<file path="config.mk">
export PLATFORM = sky130hd
export DESIGN_NAME = lcd_key_scan_control_decode
export DESIGN_NICKNAME = d
export VERILOG_FILES = /design/src/pkg/lcd_ctrl_pkg.sv /design/src/hdl/frame_divider.sv /design/src/hdl/lcd_key_scan_control_decode.sv
export SDC_FILE = /design/constraint.sdc
export NUM_CORES = 1
export LEC_CHECK = 0
export ABC_AREA = 0
export BUFFER_PORTS_ARGS = -buffer_cell sky130_fd_sc_hd__buf_2
export CAP_MARGIN = 0
export CORE_ASPECT_RATIO = 0.75
export CORE_MARGIN = 8
export CORE_UTILIZATION = 41
export CTS_BUF_LIST = sky130_fd_sc_hd__clkbuf_4 sky130_fd_sc_hd__clkbuf_8 sky130_fd_sc_hd__clkbuf_16
export CTS_CLUSTER_DIAMETER = 150
export CTS_CLUSTER_SIZE = 30
export DETAILED_ROUTE_END_ITERATION = 16
export GPL_TIMING_DRIVEN = 1
export SLEW_MARGIN = 20
export SYNTH_ARGS = -nofsm -noshare
export SYNTH_HDL_FRONTEND = slang
export SYNTH_SLANG_ARGS = --single-unit
export TNS_END_PERCENT = 1
</file>
<file path="constraint.sdc">
create_clock -name clk_i -period 2.4 [get_ports clk_i]
set_input_delay 0.36 -clock clk_i [delete_from_list [all_inputs] [get_ports clk_i]]
set_output_delay 0.36 -clock clk_i [all_outputs]
set_load 0.05 [all_outputs]
</file>
<file path="src/pkg/lcd_ctrl_pkg.sv">
// Constants and types of the display driver control block
package lcd_ctrl_pkg;

  // ***************************************************
  // Timing
  // ***************************************************
  localparam int CLK_NS = 50;
  // Internal oscillator tick period, in ns
  localparam int RC_TICK_NS = 200;
  localparam int RC_TICK_CYC = (RC_TICK_NS + CLK_NS - 1) / CLK_NS;
  localparam logic [7:0] RC_TICK_LAST = 8'(RC_TICK_CYC - 1);
  // Last oscillator tick of each scan line's dwell (8 ticks per line)
  localparam logic [3:0] SCAN_LINE_LAST = 4'h7;

  // ***************************************************
  // Register map
  // ***************************************************
  localparam logic [3:0] CTRL_OFS = 4'h0;
  localparam logic [3:0] DISP_OFS = 4'h4;
  localparam logic [3:0] KEY_OFS = 4'h8;
  localparam logic [3:0] STAT_OFS = 4'hC;
  localparam int CTRL_W = 17;
  localparam int DISP_W = 16;

  typedef struct packed {
    logic clock_source_select;
    logic [2:0] frame_div;
    logic duty_select;
    logic bias_select;
    logic segment_blank;
    logic [2:0] port_select;
    logic [1:0] keyseg_select;
    logic scan_disable;
    logic [2:0] standby_level;
    logic sleep_select;
  } ctrl_t;

  localparam ctrl_t CTRL_RST = ctrl_t'(17'h00000);
  localparam logic [15:0] DISP_RST = 16'h0000;

  // ***************************************************
  // Key scan
  // ***************************************************
  localparam int NUM_LINES = 6;
  localparam int KEYS_PER_LINE = 5;
  localparam int KEY_W = NUM_LINES * KEYS_PER_LINE;
  localparam int NUM_PORTS = 4;

  typedef enum logic [1:0] {
    SCAN_IDLE = 2'b00,
    SCAN_RUN = 2'b01
  } scan_state_t;

  // ***************************************************
  // Frame divider
  // ***************************************************
  localparam logic [2:0] FRAME_768 = 3'h0;
  localparam logic [2:0] FRAME_576 = 3'h1;
  localparam logic [2:0] FRAME_384 = 3'h2;
  localparam logic [2:0] FRAME_288 = 3'h3;
  localparam logic [2:0] FRAME_192 = 3'h4;
  localparam logic [9:0] DIV_768 = 10'h300;
  localparam logic [9:0] DIV_576 = 10'h240;
  localparam logic [9:0] DIV_384 = 10'h180;
  localparam logic [9:0] DIV_288 = 10'h120;
  localparam logic [9:0] DIV_192 = 10'h0C0;

endpackage

</file>
<file path="src/hdl/frame_divider.sv">
// Frame rate divider counting oscillator ticks
`timescale 1ns/1ps
`default_nettype none
module frame_divider
  import lcd_ctrl_pkg::*;
(
  input wire logic clk_i,
  input wire logic rst_i,
  input wire logic tick_i,
  input wire logic [9:0] div_i,
  output logic frame_tick_o
);

  logic [9:0] count_ff;

  always_ff @(posedge clk_i) begin
    if (rst_i) begin
      count_ff <= 10'h000;
      frame_tick_o <= 1'b0;
    end else begin
      frame_tick_o <= 1'b0;
      if (tick_i) begin
        // Divisor change applies at the next wrap or sooner
        if (count_ff >= div_i - 10'h001) begin
          count_ff <= 10'h000;
          frame_tick_o <= 1'b1;
        end else begin
          count_ff <= count_ff + 10'h001;
        end
      end
    end
  end

endmodule
`default_nettype wire

</file>
<file path="src/hdl/lcd_key_scan_control_decode.sv">
// Control decode, key scan and pin muxing of the display driver
//
// Chosen here: register access over Wishbone and the placing of the registers.
`timescale 1ns/1ps
`default_nettype none
module lcd_key_scan_control_decode
  import lcd_ctrl_pkg::*;
(
  input wire logic clk_i,
  input wire logic rst_i,
  input wire logic wb_cyc_i,
  input wire logic wb_stb_i,
  input wire logic wb_we_i,
  input wire logic [3:0] wb_adr_i,
  input wire logic [3:0] wb_sel_i,
  input wire logic [31:0] wb_dat_i,
  output logic [31:0] wb_dat_o,
  output logic wb_ack_o,
  input wire logic ext_clk_i,
  input wire logic [KEYS_PER_LINE-1:0] key_in_i,
  output logic [NUM_LINES-1:0] key_scan_o,
  output logic [2:0] key_pin_is_seg_o,
  output logic [NUM_PORTS-1:0] port_is_gpo_o,
  output logic [NUM_PORTS-1:0] port_level_o,
  output logic osc_run_o,
  output logic ext_clk_accept_o,
  output logic lcd_drive_en_o,
  output logic seg_blank_o,
  output logic bias_half_o,
  output logic duty_third_o,
  output logic com4_is_seg_o,
  output logic frame_o,
  output logic serial_out_oe_o
);

  // ***************************************************
  // Register bus
  // ***************************************************
  ctrl_t ctrl_ff;
  logic [DISP_W-1:0] disp_ff;
  logic [KEY_W-1:0] keydata_ff;
  logic key_req_ff;
  scan_state_t state_ff;
  logic [31:0] wmask;
  logic bus_req;
  logic bus_wr;
  logic key_read;
  logic scan_done;
  logic scan_found;

  assign bus_req = wb_cyc_i & wb_stb_i & ~wb_ack_o;
  assign bus_wr = bus_req & wb_we_i;
  assign key_read = bus_req & ~wb_we_i & (wb_adr_i == KEY_OFS);
  assign wmask = {{8{wb_sel_i[3]}}, {8{wb_sel_i[2]}},
                  {8{wb_sel_i[1]}}, {8{wb_sel_i[0]}}};

  always_ff @(posedge clk_i) begin
    if (rst_i) begin
      wb_ack_o <= 1'b0;
    end else begin
      wb_ack_o <= bus_req;
    end
  end

  always_ff @(posedge clk_i) begin
    if (rst_i) begin
      ctrl_ff <= CTRL_RST;
      disp_ff <= DISP_RST;
    end else if (bus_wr) begin
      if (wb_adr_i == CTRL_OFS) begin
        ctrl_ff <= ctrl_t'((ctrl_ff & ~wmask[CTRL_W-1:0])
                           | (wb_dat_i[CTRL_W-1:0] & wmask[CTRL_W-1:0]));
      end
      if (wb_adr_i == DISP_OFS) begin
        disp_ff <= (disp_ff & ~wmask[DISP_W-1:0])
                   | (wb_dat_i[DISP_W-1:0] & wmask[DISP_W-1:0]);
      end
    end
  end

  always_ff @(posedge clk_i) begin
    if (rst_i) begin
      wb_dat_o <= 32'h00000000;
    end else if (bus_req & ~wb_we_i) begin
      unique case (wb_adr_i)
        CTRL_OFS: wb_dat_o <= {15'h0000, ctrl_ff};
        DISP_OFS: wb_dat_o <= {16'h0000, disp_ff};
        KEY_OFS: wb_dat_o <= {2'h0, keydata_ff};
        STAT_OFS: wb_dat_o <= {29'h00000000,
                               ctrl_ff.sleep_select & (state_ff == SCAN_IDLE),
                               state_ff == SCAN_RUN, key_req_ff};
        default: wb_dat_o <= 32'h00000000;
      endcase
    end
  end

  // ***************************************************
  // Pin synchronisers
  // ***************************************************
  logic [KEYS_PER_LINE-1:0] key_meta_ff;
  logic [KEYS_PER_LINE-1:0] key_sync_ff;
  logic ext_meta_ff;
  logic ext_sync_ff;
  logic ext_prev_ff;

  always_ff @(posedge clk_i) begin
    if (rst_i) begin
      key_meta_ff <= '0;
      key_sync_ff <= '0;
      ext_meta_ff <= 1'b0;
      ext_sync_ff <= 1'b0;
      ext_prev_ff <= 1'b0;
    end else begin
      key_meta_ff <= key_in_i;
      key_sync_ff <= key_meta_ff;
      ext_meta_ff <= ext_clk_i;
      ext_sync_ff <= ext_meta_ff;
      ext_prev_ff <= ext_sync_ff;
    end
  end

  // ***************************************************
  // Clock source and oscillator ticks
  // ***************************************************
  logic clk_on;
  logic rc_on;
  logic ext_on;
  logic [7:0] rc_cnt_ff;
  logic tick;

  // Sleep stops the clock, but a running scan still needs it
  assign clk_on = ~ctrl_ff.sleep_select | (state_ff == SCAN_RUN);
  assign rc_on = clk_on & ~ctrl_ff.clock_source_select;
  assign ext_on = clk_on & ctrl_ff.clock_source_select;

  always_ff @(posedge clk_i) begin
    if (rst_i) begin
      rc_cnt_ff <= 8'h00;
    end else if (!rc_on || rc_cnt_ff == RC_TICK_LAST) begin
      rc_cnt_ff <= 8'h00;
    end else begin
      rc_cnt_ff <= rc_cnt_ff + 8'h01;
    end
  end

  assign tick = (rc_on & (rc_cnt_ff == RC_TICK_LAST))
                | (ext_on & ext_sync_ff & ~ext_prev_ff);

  // ***************************************************
  // Frame rate
  // ***************************************************
  logic [9:0] frame_div;
  logic frame_tick;

  always_comb begin
    unique case (ctrl_ff.frame_div)
      FRAME_768: frame_div = DIV_768;
      FRAME_576: frame_div = DIV_576;
      FRAME_384: frame_div = DIV_384;
      FRAME_288: frame_div = DIV_288;
      FRAME_192: frame_div = DIV_192;
      // Unlisted codes fall back to the slowest rate
      default: frame_div = DIV_768;
    endcase
  end

  frame_divider u_frame_divider (
    .clk_i(clk_i),
    .rst_i(rst_i),
    .tick_i(tick & ~ctrl_ff.sleep_select),
    .div_i(frame_div),
    .frame_tick_o(frame_tick)
  );

  // ***************************************************
  // Key scan
  // ***************************************************
  logic [NUM_LINES-1:0] eligible;
  logic [2:0] line_ff;
  logic [3:0] dwell_ff;
  logic any_press;

  // Lines held high in standby and not lent to segments
  genvar gi;
  generate
    for (gi = 0; gi < NUM_LINES; gi++) begin : g_line
      assign eligible[gi] = (3'(gi) >= ctrl_ff.standby_level)
                            & (3'(gi) >= {1'b0, ctrl_ff.keyseg_select});
    end
  endgenerate

  assign any_press = (|key_sync_ff) & (|eligible);
  assign scan_done = (state_ff == SCAN_RUN) & tick
                     & (dwell_ff == SCAN_LINE_LAST)
                     & (line_ff == 3'(NUM_LINES - 1));
  assign scan_found = |keydata_ff | (eligible[NUM_LINES-1] & (|key_sync_ff));

  always_ff @(posedge clk_i) begin
    if (rst_i) begin
      state_ff <= SCAN_IDLE;
      line_ff <= 3'h0;
      dwell_ff <= 4'h0;
    end else if (ctrl_ff.scan_disable) begin
      state_ff <= SCAN_IDLE;
      line_ff <= 3'h0;
      dwell_ff <= 4'h0;
    end else begin
      unique case (state_ff)
        SCAN_IDLE: begin
          if (any_press) begin
            state_ff <= SCAN_RUN;
          end
          line_ff <= 3'h0;
          dwell_ff <= 4'h0;
        end
        SCAN_RUN: begin
          if (tick) begin
            if (dwell_ff == SCAN_LINE_LAST) begin
              dwell_ff <= 4'h0;
              if (line_ff == 3'(NUM_LINES - 1)) begin
                state_ff <= SCAN_IDLE;
                line_ff <= 3'h0;
              end else begin
                line_ff <= line_ff + 3'h1;
              end
            end else begin
              dwell_ff <= dwell_ff + 4'h1;
            end
          end
        end
        default: state_ff <= SCAN_IDLE;
      endcase
    end
  end

  // Key data captured at the end of each line's dwell
  always_ff @(posedge clk_i) begin
    if (rst_i) begin
      keydata_ff <= '0;
    end else if (ctrl_ff.scan_disable) begin
      keydata_ff <= '0;
    end else if (state_ff == SCAN_IDLE && any_press) begin
      keydata_ff <= '0;
    end else if (state_ff == SCAN_RUN && tick
                 && dwell_ff == SCAN_LINE_LAST) begin
      keydata_ff[line_ff*KEYS_PER_LINE +: KEYS_PER_LINE] <=
        eligible[line_ff] ? key_sync_ff : '0;
    end
  end

  // Finished scan outranks a read that clears in the same cycle
  always_ff @(posedge clk_i) begin
    if (rst_i) begin
      key_req_ff <= 1'b0;
    end else if (ctrl_ff.scan_disable) begin
      key_req_ff <= 1'b0;
    end else if (scan_done && scan_found) begin
      key_req_ff <= 1'b1;
    end else if (key_read) begin
      key_req_ff <= 1'b0;
    end
  end

  // ***************************************************
  // Pin outputs
  // ***************************************************
  logic [NUM_LINES-1:0] nxt_key_scan;
  logic [NUM_PORTS-1:0] nxt_port_gpo;
  logic [NUM_PORTS-1:0] nxt_port_level;

  generate
    for (gi = 0; gi < NUM_LINES; gi++) begin : g_scan_out
      assign nxt_key_scan[gi] = (state_ff == SCAN_RUN)
        ? (eligible[gi] & (line_ff == 3'(gi)))
        : (3'(gi) >= ctrl_ff.standby_level);
    end
    for (gi = 0; gi < NUM_PORTS; gi++) begin : g_port
      assign nxt_port_gpo[gi] = 3'(gi) < ctrl_ff.port_select;
      assign nxt_port_level[gi] = nxt_port_gpo[gi]
        & (ctrl_ff.duty_select ? disp_ff[gi*3] : disp_ff[gi*4]);
    end
  endgenerate

  always_ff @(posedge clk_i) begin
    if (rst_i) begin
      key_scan_o <= '1;
      key_pin_is_seg_o <= 3'h0;
      port_is_gpo_o <= '0;
      port_level_o <= '0;
    end else begin
      key_scan_o <= nxt_key_scan;
      key_pin_is_seg_o <= {ctrl_ff.keyseg_select == 2'h3,
                           ctrl_ff.keyseg_select >= 2'h2,
                           ctrl_ff.keyseg_select != 2'h0};
      port_is_gpo_o <= nxt_port_gpo;
      port_level_o <= nxt_port_level;
    end
  end

  always_ff @(posedge clk_i) begin
    if (rst_i) begin
      osc_run_o <= 1'b0;
      ext_clk_accept_o <= 1'b0;
      lcd_drive_en_o <= 1'b0;
      seg_blank_o <= 1'b0;
      bias_half_o <= 1'b0;
      duty_third_o <= 1'b0;
      com4_is_seg_o <= 1'b0;
      serial_out_oe_o <= 1'b0;
    end else begin
      osc_run_o <= rc_on;
      ext_clk_accept_o <= ext_on;
      lcd_drive_en_o <= ~ctrl_ff.sleep_select;
      seg_blank_o <= ctrl_ff.segment_blank;
      bias_half_o <= ctrl_ff.bias_select;
      duty_third_o <= ctrl_ff.duty_select;
      com4_is_seg_o <= ctrl_ff.duty_select;
      serial_out_oe_o <= key_req_ff;
    end
  end

  // Common/segment waveforms held low in sleep
  always_ff @(posedge clk_i) begin
    if (rst_i || ctrl_ff.sleep_select) begin
      frame_o <= 1'b0;
    end else if (frame_tick) begin
      frame_o <= ~frame_o;
    end
  end

endmodule
`default_nettype wire

</file>
==> results of run 1 <==
[Yosys cell counts (3+ instances only)]
cell / instances
dfxtp_1: 160
nor2_1: 91
mux2i_1: 51
clkbuf_1: 43
o31ai_1: 35
a22oi_1: 32
o211ai_1: 32
nand3_1: 28
nor2b_1: 27
nand2_1: 20
ha_1: 17
nand4_1: 17
nor3_1: 15
o21ai_0: 13
o2bb2ai_1: 13
a221oi_1: 11
a21oi_1: 9
nand2b_1: 9
or3_1: 9
buf_2: 8
inv_1: 8
nor4_1: 8
or4_1: 6
xnor2_1: 6
or2_2: 5
buf_1: 4
nand3b_1: 4
nor3b_1: 4
and3_1: 3
and3b_1: 3
buf_4: 3
mux4_2: 3
or4b_2: 3
xor2_1: 3
[logic make-up after synthesis]
kind of cell / count (synthesis)
xor gates and xnor gates: 9
AOI/OAI and AO/OA: 162
adders and majority gates: 17
and+or+nand+nor: 262
other: 1
buffers and inverters: 68
muxes: 54
DFF: 160
[power breakdown]
part	leakage (uW)	switching (uW)	total, uW	internal, uW
clock network	0.000292	1110	2760	1650
registers	0.00130	28.2	2710	2680
logic	0.00190	224	340	116
total	0.00349	1360	5810	4450
[worst min-delay path by stage]
stage / startpoint / end / slack (ns)
6_report: key_in_i[1] / key_meta_ff[1] / 0.15
5_1_grt: key_in_i[1] / key_meta_ff[1] / 0.14
4_1_cts: key_in_i[1] / key_meta_ff[1] / 0.13
3_5_place_dp: key_meta_ff[0] / key_sync_ff[0] / 0.43
3_3_place_gp: key_meta_ff[3] / key_sync_ff[3] / 0.42
2_1_floorplan: ext_meta_ff / ext_sync_ff / 0.41
[worst register-to-register path, cell delays in order (launching register included)]
cell,delay [ns]
dfxtp_1,0.34
buf_4,0.16
nand2b_1,0.17
a21oi_1,0.27
xnor2_2,0.11
ha_1,0.33
nand4_1,0.10
o211ai_1,0.19
o22a_4,0.34
a221oi_2,0.26
[timing repair]
| item | 4_1_cts | 5_1_grt |
|---|---|---|
| setup buffers | 0 | 1 |
| resized for setup | 3 | 23 |
| pin swaps | 1 | 21 |
| gates cloned | 0 | 1 |
| endpoints found under the setup margin | 22 | 22 |
[routing by layer]
metal | vias up | wire (microns)
met5 | - | 0
met4 | 0 | 256
met3 | 19 | 1080
met2 | 181 | 8900
met1 | 2947 | 8860
li1 | 2902 | -
[area by class of cell]
cell class / instances / area, sq um
inverter: 8 / 30.0
clock buffer: 21 / 480
sequential: 160 / 3210
multi-input combinational: 507 / 3610
fill: 1521 / 8190
timing repair buffer: 134 / 810
clock inverter: 11 / 128
tap: 215 / 269
[through the flow]
stage	std cells	hold WS [ns]	util [%]	setup TNS, ns	total power, uW
final	1056	0.148	51.0	0	5810
after global routing	1056	0.143	51.0	-0.264	6020
after CTS	1054	0.130	50.2	0	5840
after detailed placement	1022	0.426	46.5	-0.648	3100
after global placement	1022	0.419	46.5	0	3090
after floorplan	734	0.414	-	-0.0426	2980
==> results.md, run 1 <==
- Outcome: completed
- Simple-Gate Fraction of Synth Area: 19.8%
- CTS sink cnt: 160
- Placement Setup Slack: -0.0747 ns
- Vias: 6049
- TritonCTS Buffers: 17
- Area Growth Syn to Fin: 22.9%
- Pleak: around 0.0035 uW
- Final Instance Area: 0.00854 sq mm
- Grt total ovfl: 0
- Post-Synth XOR/XNOR Area: under 10%
- Die X: between 150 and 200 microns
- DRC errors left: 0
- Clock root cell: clkbuf_16
- Rel. slew slack: 53.3%
- Post-Syn Area: 0.00695 sq mm
- Die area: 0.0214 sq mm
- Vias in the first global route: 5932
- Main combinational cell family by area after synthesis: simple AND/OR/NAND/NOR gates
- Worst skew pair latency: 0.42 ns
- Post-synthesis register bit count: 160
- Worst min path class: in2reg
- Worst setup EP type: register
- CP Capture Point: u_frame_divider.count_ff[9]
- Syn_area_per_cell: 9.48 sq um
- Post-Syn Instances: ~730
- Routed vias/inst: 5.73
- Initial antenna violation count: 0
- Met1 GRT Util: 23.2%
- Most common cell after layout, fill and taps aside: dfxtp_1
- Core ar.: 0.0167 sq mm
- Most frequent cells in the layout: dfxtp_1 (158), nor2_1 (91), buf_2 (90)
- Worst Clk Skew: approximately 0.0093 ns
- Critical-path cell list: buf_4 -> nand2b_1 -> a21oi_1 -> xnor2_2 -> ha_1 -> nand4_1 -> o211ai_1 -> o22a_4 -> a221oi_2
- Compound-gate portion of the synthesized area: 17.3%
- Largest net degree at the start of global routing: 108
- R2R depth: 9
- Hold buffers post-CTS: 0
- Critical Path Max Stage Delay: 0.34 ns
- Row Count: 41
- H-tree depth: 4
- Least-Margin Pin Slew: 0.693 ns
- Hold Path Stages: 2
- Hold Vio Cnt, Final: 0
- Post-synthesis mux area share: 8.32%
- Pwr Density: 681 mW/mm^2
- I/O pin cnt: 110
- First-pass GRT wire length: 30.8 mm
- Synth top area share: 46.1%
- Worst setup margin: 0.0471 ns
- Synth warn: 0
- WP depth: 9
- Final Slew Violations: 0
- Die Height: 129 microns
- N_diodes: 0
- Fin nets: around 900
- Met3 Usage GRT: 5.35%
- Placed inst area: just under 0.008 sq mm
- RR Endpoint: u_frame_divider.count_ff[9]
- Clk pin slew, worst setup/hold paths: 0.06 ns
- Post-synth EDFFs: 0
- Post-synth top area cell: dfxtp_1
- Ys async rst share: 0%
- Synth Flop Type: dfxtp_1
- Bufs and invs on worst path: 1
- Synth cell types: 57
- CP max FO: 5
- Post-synthesis sequential area ratio: 46.1%
- F_max: 425 MHz
- Worst path slowest cell: dfxtp_1
- Routability cong.: ~0.87
- Final setup viols: 0
- Port-buffer cells: 91
- Final Cycle Share: ~98%
- Gr usage total: 17.6%
- Crit path kind: reg2reg
- Final WL: 19.1 mm
- Initial DRC count: 573
- Max VDD drop: 0.000495 V
- Busiest grt layer: met2
- Unrepaired setup endpoints after global routing: true
- WL per Instance: 18.1 microns
- Internal reg-to-reg setup slack: 0.05 ns
- TritonRoute pass-1 iters: 5
- Fraction of layout cells with a size suffix above 1: 24.4%
- GRT met2 Usage: 27.8%
- ANT nets after route: 0
- Data arrival, critical path: 2.68 ns
- Detail Placement HPWL: 13.4 mm
- Required @ worst endpoint: 2.73 ns
- # Max-Cap Violations: 0
- Initial Utilization: 41.5%
- CTS tree: yes
- Adder-Cell Fraction of Synth Area: 3.06%
- Synth top area cells: dfxtp_1 (46%), mux2i_1 (7.3%), nor2_1 (4.9%)
- CP top delay family: compound AO/OA/AOI/OAI gates
- Tmin final: 2.35 ns
- Crit start category: register
- Longest Clk Path Bufs: 2
Power figures use the tool's default switching activity.
==> run 2: changes to the inputs <==
clock period = 2.1 ns   (was 2.4 ns; I/O delays follow)
==> run 2 against run 1 <==
Effect of this change:
- the flow now finishes with violations (negative setup slack)
- sequential power is 14% higher
- register-to-register slack got worse by 0.24 ns
- sequential share of layout area down 0.55 points
- die area did not move
- largest cell class unchanged
==> results.md, run 2 (synthesized netlist as in run 1, its figures left out) <==
- Data arrival, critical path: between 2 and 3 ns
- Critical Path Max Stage Delay: 0.36 ns
- Vias in the first global route: around 6000
- Fraction of layout cells with a size suffix above 1: 26.7%
- Final setup viols: 26
- Row Count: 41
- Vias: 6042
- Crit path kind: reg2reg
- Tmin final: 2.30 ns
- Violated checks: negative setup slack
- Die X: ~170 microns
- Number of instances in the placed design: approximately 1000
- TritonRoute pass-1 iters: 5
- Worst Clk Skew: 0.00838 ns
- Initial Utilization: 41.5%
- CTS sink cnt: 160
- Unrepaired setup endpoints after global routing: true
- Detail Placement HPWL: 14.2 mm
- Max VDD drop: 0.000528 V
- Grt total ovfl: 0
- F_max: between 400 and 500 MHz
- Final WL: 19.3 mm
- Core ar.: 0.0167 sq mm
- Outcome: finished with violations
- Area Growth Syn to Fin: 24.8%
- Worst setup margin: -0.197 ns
- Sum Neg Setup Slack: -2.41 ns
- Least-Margin Pin Slew: 0.758 ns
- Die Height: about 130 microns
- I/O pin cnt: 110
- Largest net degree at the start of global routing: 71
- Rel. slew slack: 49.5%
- Final Slew Violations: 0
- Most frequent cells in the layout: dfxtp_1 (156), nor2_1 (91), buf_2 (90)
- DRC errors left: 0
- Most common cell after layout, fill and taps aside: dfxtp_1
- Worst min path class: in2reg
- Longest Clk Path Bufs: 2
- CTS tree: yes
- ANT nets after route: 0
- Required @ worst endpoint: 2.44 ns
- Critical-path cell list: nand2b_4 -> or2_4 -> ha_4 -> xnor2_1 -> ha_1 -> or3_1 -> o22a_1 -> buf_12 -> a221oi_2
- First-pass GRT wire length: roughly 32 mm
- Hold Vio Cnt, Final: 0
- Final Cycle Share: 109%
- Fillcell total: 1547
- # Max-Cap Violations: 0
- Post-route insts no fill: 1079
- Fin nets: 919
- Final Instance Area: 0.00867 sq mm
- Worst path slowest cell: or3_1
- H-tree depth: 4
- Clock root cell: clkbuf_16
- Min Hold Slack: slightly below 0.1 ns
- Die area: about 0.021 sq mm
- Seq. cell area: 0.00321 sq mm
- N_diodes: 0
- Pwr Density: 745 mW/mm^2
- Routability cong.: 0.826
- Pleak: 0.00359 uW
- Worst skew pair latency: 0.43 ns
- WL per Instance: 17.9 microns
- Gr usage total: 18.1%
- Multi-input gate area: 0.00360 sq mm
- Port-buffer cells: 91
- Crit start category: register
- CP max FO: 11
- TritonCTS Buffers: 17
- Clk pin slew, worst setup/hold paths: roughly 0.060 ns
- Routed vias/inst: 5.60
- Worst setup EP type: register
- Placed inst area: 0.00806 sq mm
- Initial antenna violation count: 0
- Initial DRC count: 485
==> run 2: layout make-up <==
class / instances / area share (%)
Clock buffer: 17 / 4.91
Clock inverter: 15 / 1.57
Inverter: 8 / 0.346
Multi-Input combinational cell: 506 / 41.5
Sequential cell: 160 / 37.0
Tap cell: 215 / 3.10
Timing Repair Buffer: 158 / 11.6
==> run 2: path summary, 6_finish.rpt <==
path                  start                     endpoint  slack, ns  cells past startpoint
max                register  u_frame_divider.count_ff[0]      -0.20                      9
min             key_in_i[0]               key_meta_ff[0]        0.1                      2
max reg2reg        register  u_frame_divider.count_ff[0]      -0.20                      9
min reg2reg  key_meta_ff[4]               key_sync_ff[4]       0.44                      1
==> run 2: where the power goes <==
group / internal (uW) / switching [uW] / total (uW) / leakage [uW]
Combinational: 147 / 269 / 417 / 0.00203
Sequential: 3070 / 22.0 / 3090 / 0.00130
Clock: 1640 / 1310 / 2950 / 0.000266
Total: 4860 / 1600 / 6450 / 0.00359
==> run 2: worst max-delay path, delay by kind of cell, from the launching register on <==
family | cells | cell delay (ns)
flops | 1 | 0.34
simple gates | 3 | 0.76
compound gates | 2 | 0.48
buf+inv | 1 | 0.16
fa+ha+maj | 2 | 0.35
xor+xnor | 1 | 0.13
==> run 2: through the flow <==
step	setup WS [ns]	power, uW	util (%)
floorplan	-0.105	3410	-
global placement	-0.187	3550	48.2
detailed placement	-0.243	3560	48.2
CTS	-0.250	6500	51.6
global route	-0.280	6690	51.8
finish	-0.197	6450	51.8
==> run 2: layer usage <==
layer  global-route usage (%)  share of wire (%)
met1                     24.4                 49
met2                     28.6                 45
met3                     4.01                4.7
met4                     6.23                1.5
met5                        0                  0
==> run 2: what timing repair did <==
item                                    in CTS  in global routing
gates cloned                                 0                  0
hold buffers                                 0                  0
pin swaps                                   14                  2
endpoints found under the setup margin      45                 38
gates resized for setup                      4                  7
buffers inserted                             0                  0
==> run 3: changes to the inputs <==
ABC_AREA = 1   (was 0)
==> run 3 against run 2 <==
Effect of this change:
- the flow still finishes with violations (negative setup slack)
- critical path type unchanged
- utilization shrank 1.6 points
- global-route usage down 0.087 points
- total power fell by 0.42%
- maximum frequency increased by 7.6%
- non-clock buffer count fell by 33
==> results.md, run 3 <==
- Outcome: finished with violations
- Violated checks: negative setup slack
- Synth warn: 0
- Initial Utilization: 41.2%
- Post-synth top area cell: dfxtp_1
- Synth top area share: 46.9%
- Unrepaired setup endpoints after global routing: true
- Hold buffers post-CTS: 0
- CTS tree: yes
- Worst setup margin: -0.0351 ns
- Comb power frac: 6.0%
- Post-synth top cells: nand2_1 (165), dfxtp_1 (160), nor2_1 (160), inv_1 (99), a21oi_1 (79)
- Die Height: ~130 microns
- Switching Fraction: between 20% and 30%
- Clk pin slew, worst setup/hold paths: 0.06 ns
- N_diodes: 0
- Critical Path Max Stage Delay: roughly 0.36 ns
- Worst setup EP type: register
- First-pass GRT wire length: between 30 and 40 mm
- Post-synthesis register bit count: 160
- WL per Instance: 14.9 microns
- Final Cycle Share: 102%
- Detail Placement HPWL: 13.7 mm
- Vias in the first global route: 5787
- Max VDD drop: 0.000528 V
- I/O pin cnt: 110
- Port-buffer cells: 91
- Grt total ovfl: 0
- Count leader, synth: nand2_1
- WP depth: 11
- Largest net degree at the start of global routing: 53
- DRC errors left: 0
- Final total power: around 6400 uW
- Core ar.: 0.0166 sq mm
- Sum Neg Setup Slack: -0.171 ns
- Clock root cell: clkbuf_16
- H-tree depth: 4
- Initial antenna violation count: 0
- Longest Clk Path Bufs: 2
- Final Slew Violations: 0
- Met3 Usage GRT: 4.91%
- Least-Margin Pin Slew: 0.580 ns
- Synth Flop Type: dfxtp_1
- Sequential Power Share: 48.2%
- Initial DRC count: 507
- Rel. slew slack: between 60% and 70%
- TritonRoute pass-1 iters: 5
- Worst Clk Skew: 0.00758 ns
- Pwr Density: 772 mW/mm^2
- R2R depth: 11
- Met1 GRT Util: between 20% and 30%
- Die area: ~0.021 sq mm
- Cell-internal power: 4900 uW
- # Max-Cap Violations: 0
- Routed vias/inst: 4.90
- Post-Syn Area: between 0.006 and 0.007 sq mm
- Syn_area_per_cell: between 7 and 8 sq um
- Routability cong.: 0.881
- Worst min path class: in2reg
- Clk pwr share: 45.9%
- Crit path kind: reg2reg
- F_max: 468 MHz
- Hold Vio Cnt, Final: 0
- Synth cell types: 43
- Pleak: between 0.003 and 0.004 uW
- Vias: just over 6000
- NetSw: 1530 uW
- GRT met2 Usage: between 20 and 30%
- Min Hold Slack: 0.0847 ns
- Data arrival, critical path: 2.49 ns
- Final setup viols: 7
- Fillcell total: 1684
- Critical-path cell list: nand2_1 -> nor2_2 -> inv_1 -> ha_2 -> xor2_1 -> ha_1 -> a21oi_2 -> o2111ai_4 -> nor2_1 -> nand2_1 -> a21oi_2
- CP max FO: 6
- Post-Syn Instances: roughly 920
- Area Growth Syn to Fin: 21.9%
- Fin nets: between 1000 and 1500
- Most frequent cells in the layout: nand2_1 (161), nor2_1 (157), dfxtp_1 (157)
- Required @ worst endpoint: 2.46 ns
- Ys async rst share: 0%
- Crit start category: register
- Busiest grt layer: met1
- Gr usage total: 18.1%
- Worst skew pair latency: 0.43 ns
- Final WL: 18.7 mm
- Synth top area cells: dfxtp_1 (47%), nand2_1 (9.1%), nor2_1 (8.8%)
- Fraction of layout cells with a size suffix above 1: between 10% and 20%
- Tmin final: roughly 2.1 ns
- Hold Path Stages: 3
- CP top delay family: adder cells
- Bufs and invs on worst path: 1
- Row Count: just over 40
- Post-synth EDFFs: 0
- ANT nets after route: 0
- Most common cell after layout, fill and taps aside: nand2_1
- Worst path slowest cell: dfxtp_2
- Die X: between 150 and 200 microns
- TritonCTS Buffers: 17
- Post-synthesis sequential area ratio: 46.9%
- CTS sink cnt: 160
run 3: cell count changes after synthesis, moves of 34 or more:
cell and delta:
nor2_1 +69, a21oi_1 +70, o31ai_1 -34, o21ai_0 +50
nand2_1 +145, mux2i_1 -51, inv_1 +91
run 3: worst paths after layout:
check / startpoint / end / slack [ns]
max: register / u_frame_divider.count_ff[8] / -0.04
min: key_in_i[2] / key_meta_ff[2] / 0.08
max reg2reg: register / u_frame_divider.count_ff[8] / -0.04
min reg2reg: ext_meta_ff / ext_sync_ff / 0.40
run 3: area by class of cell:
cell class | count | area (sq um) | area share, %
clock buffers | 22 | 475 | 5.71
well taps | 215 | 269 | 3.23
clock inverters | 9 | 86.3 | 1.04
repair buffers | 125 | 714 | 8.58
inverters | 104 | 393 | 4.72
multi-input cells | 623 | 3180 | 38.2
flip-flops and latches | 160 | 3210 | 38.6
run 3: metrics by stage:
step           area (sq um)  setup WS [ns]  cells  util, %
2_1_floorplan          6840        -0.0363    919        -
3_3_place_gp           7620         -0.201   1221     46.0
3_5_place_dp           7620         -0.240   1221     46.0
4_1_cts                8260       0.000657   1256     49.9
5_1_grt                8320         -0.202   1258     50.2
6_report               8320        -0.0351   1258     50.2
run 3: cell families after synthesis:
family                   count (synthesis)  synth area share, %
AO/OA/AOI/OAI                          180                 14.7
XOR/XNOR                                10                 1.28
adder cells (fa/ha/maj)                 17                 3.12
buffers and inverters                  136                 7.95
flip-flops                             160                 46.9
other                                    1               0.0549
AND/OR/NAND/NOR                        414                 26.0
run 3: worst reg2reg max path: cells and delay by family, from the launching register on:
| family | cells | cell delay (ns) |
|---|---|---|
| AOI/OAI and AO/OA | 3 | 0.51 |
| xor gates and xnor gates | 1 | 0.17 |
| adders and majority gates | 2 | 0.55 |
| buffers and inverters | 1 | 0.08 |
| DFF | 1 | 0.36 |
| and+or+nand+nor | 4 | 0.39 |
run 3: metal layers:
metal	part of all wire, %	vias to the layer above
met2	40	164
met4	1.8	0
met1	51	2770
met3	6.9	28
li1	-	3199
met5	0	-
run 3: timing repair:
item	CTS	global route
endpoints found under the setup margin	11	11
resized for setup	14	16
pin swaps	4	13
buffers inserted	4	2
run 3: power by group through the flow:
stage	sequential, uW	combinational, uW	clock, uW
global placement	3160	380	0
CTS	3100	382	2990
detailed placement	3160	378	0
finish	3100	383	2950
floorplan	3200	214	0
global route	3100	427	3130
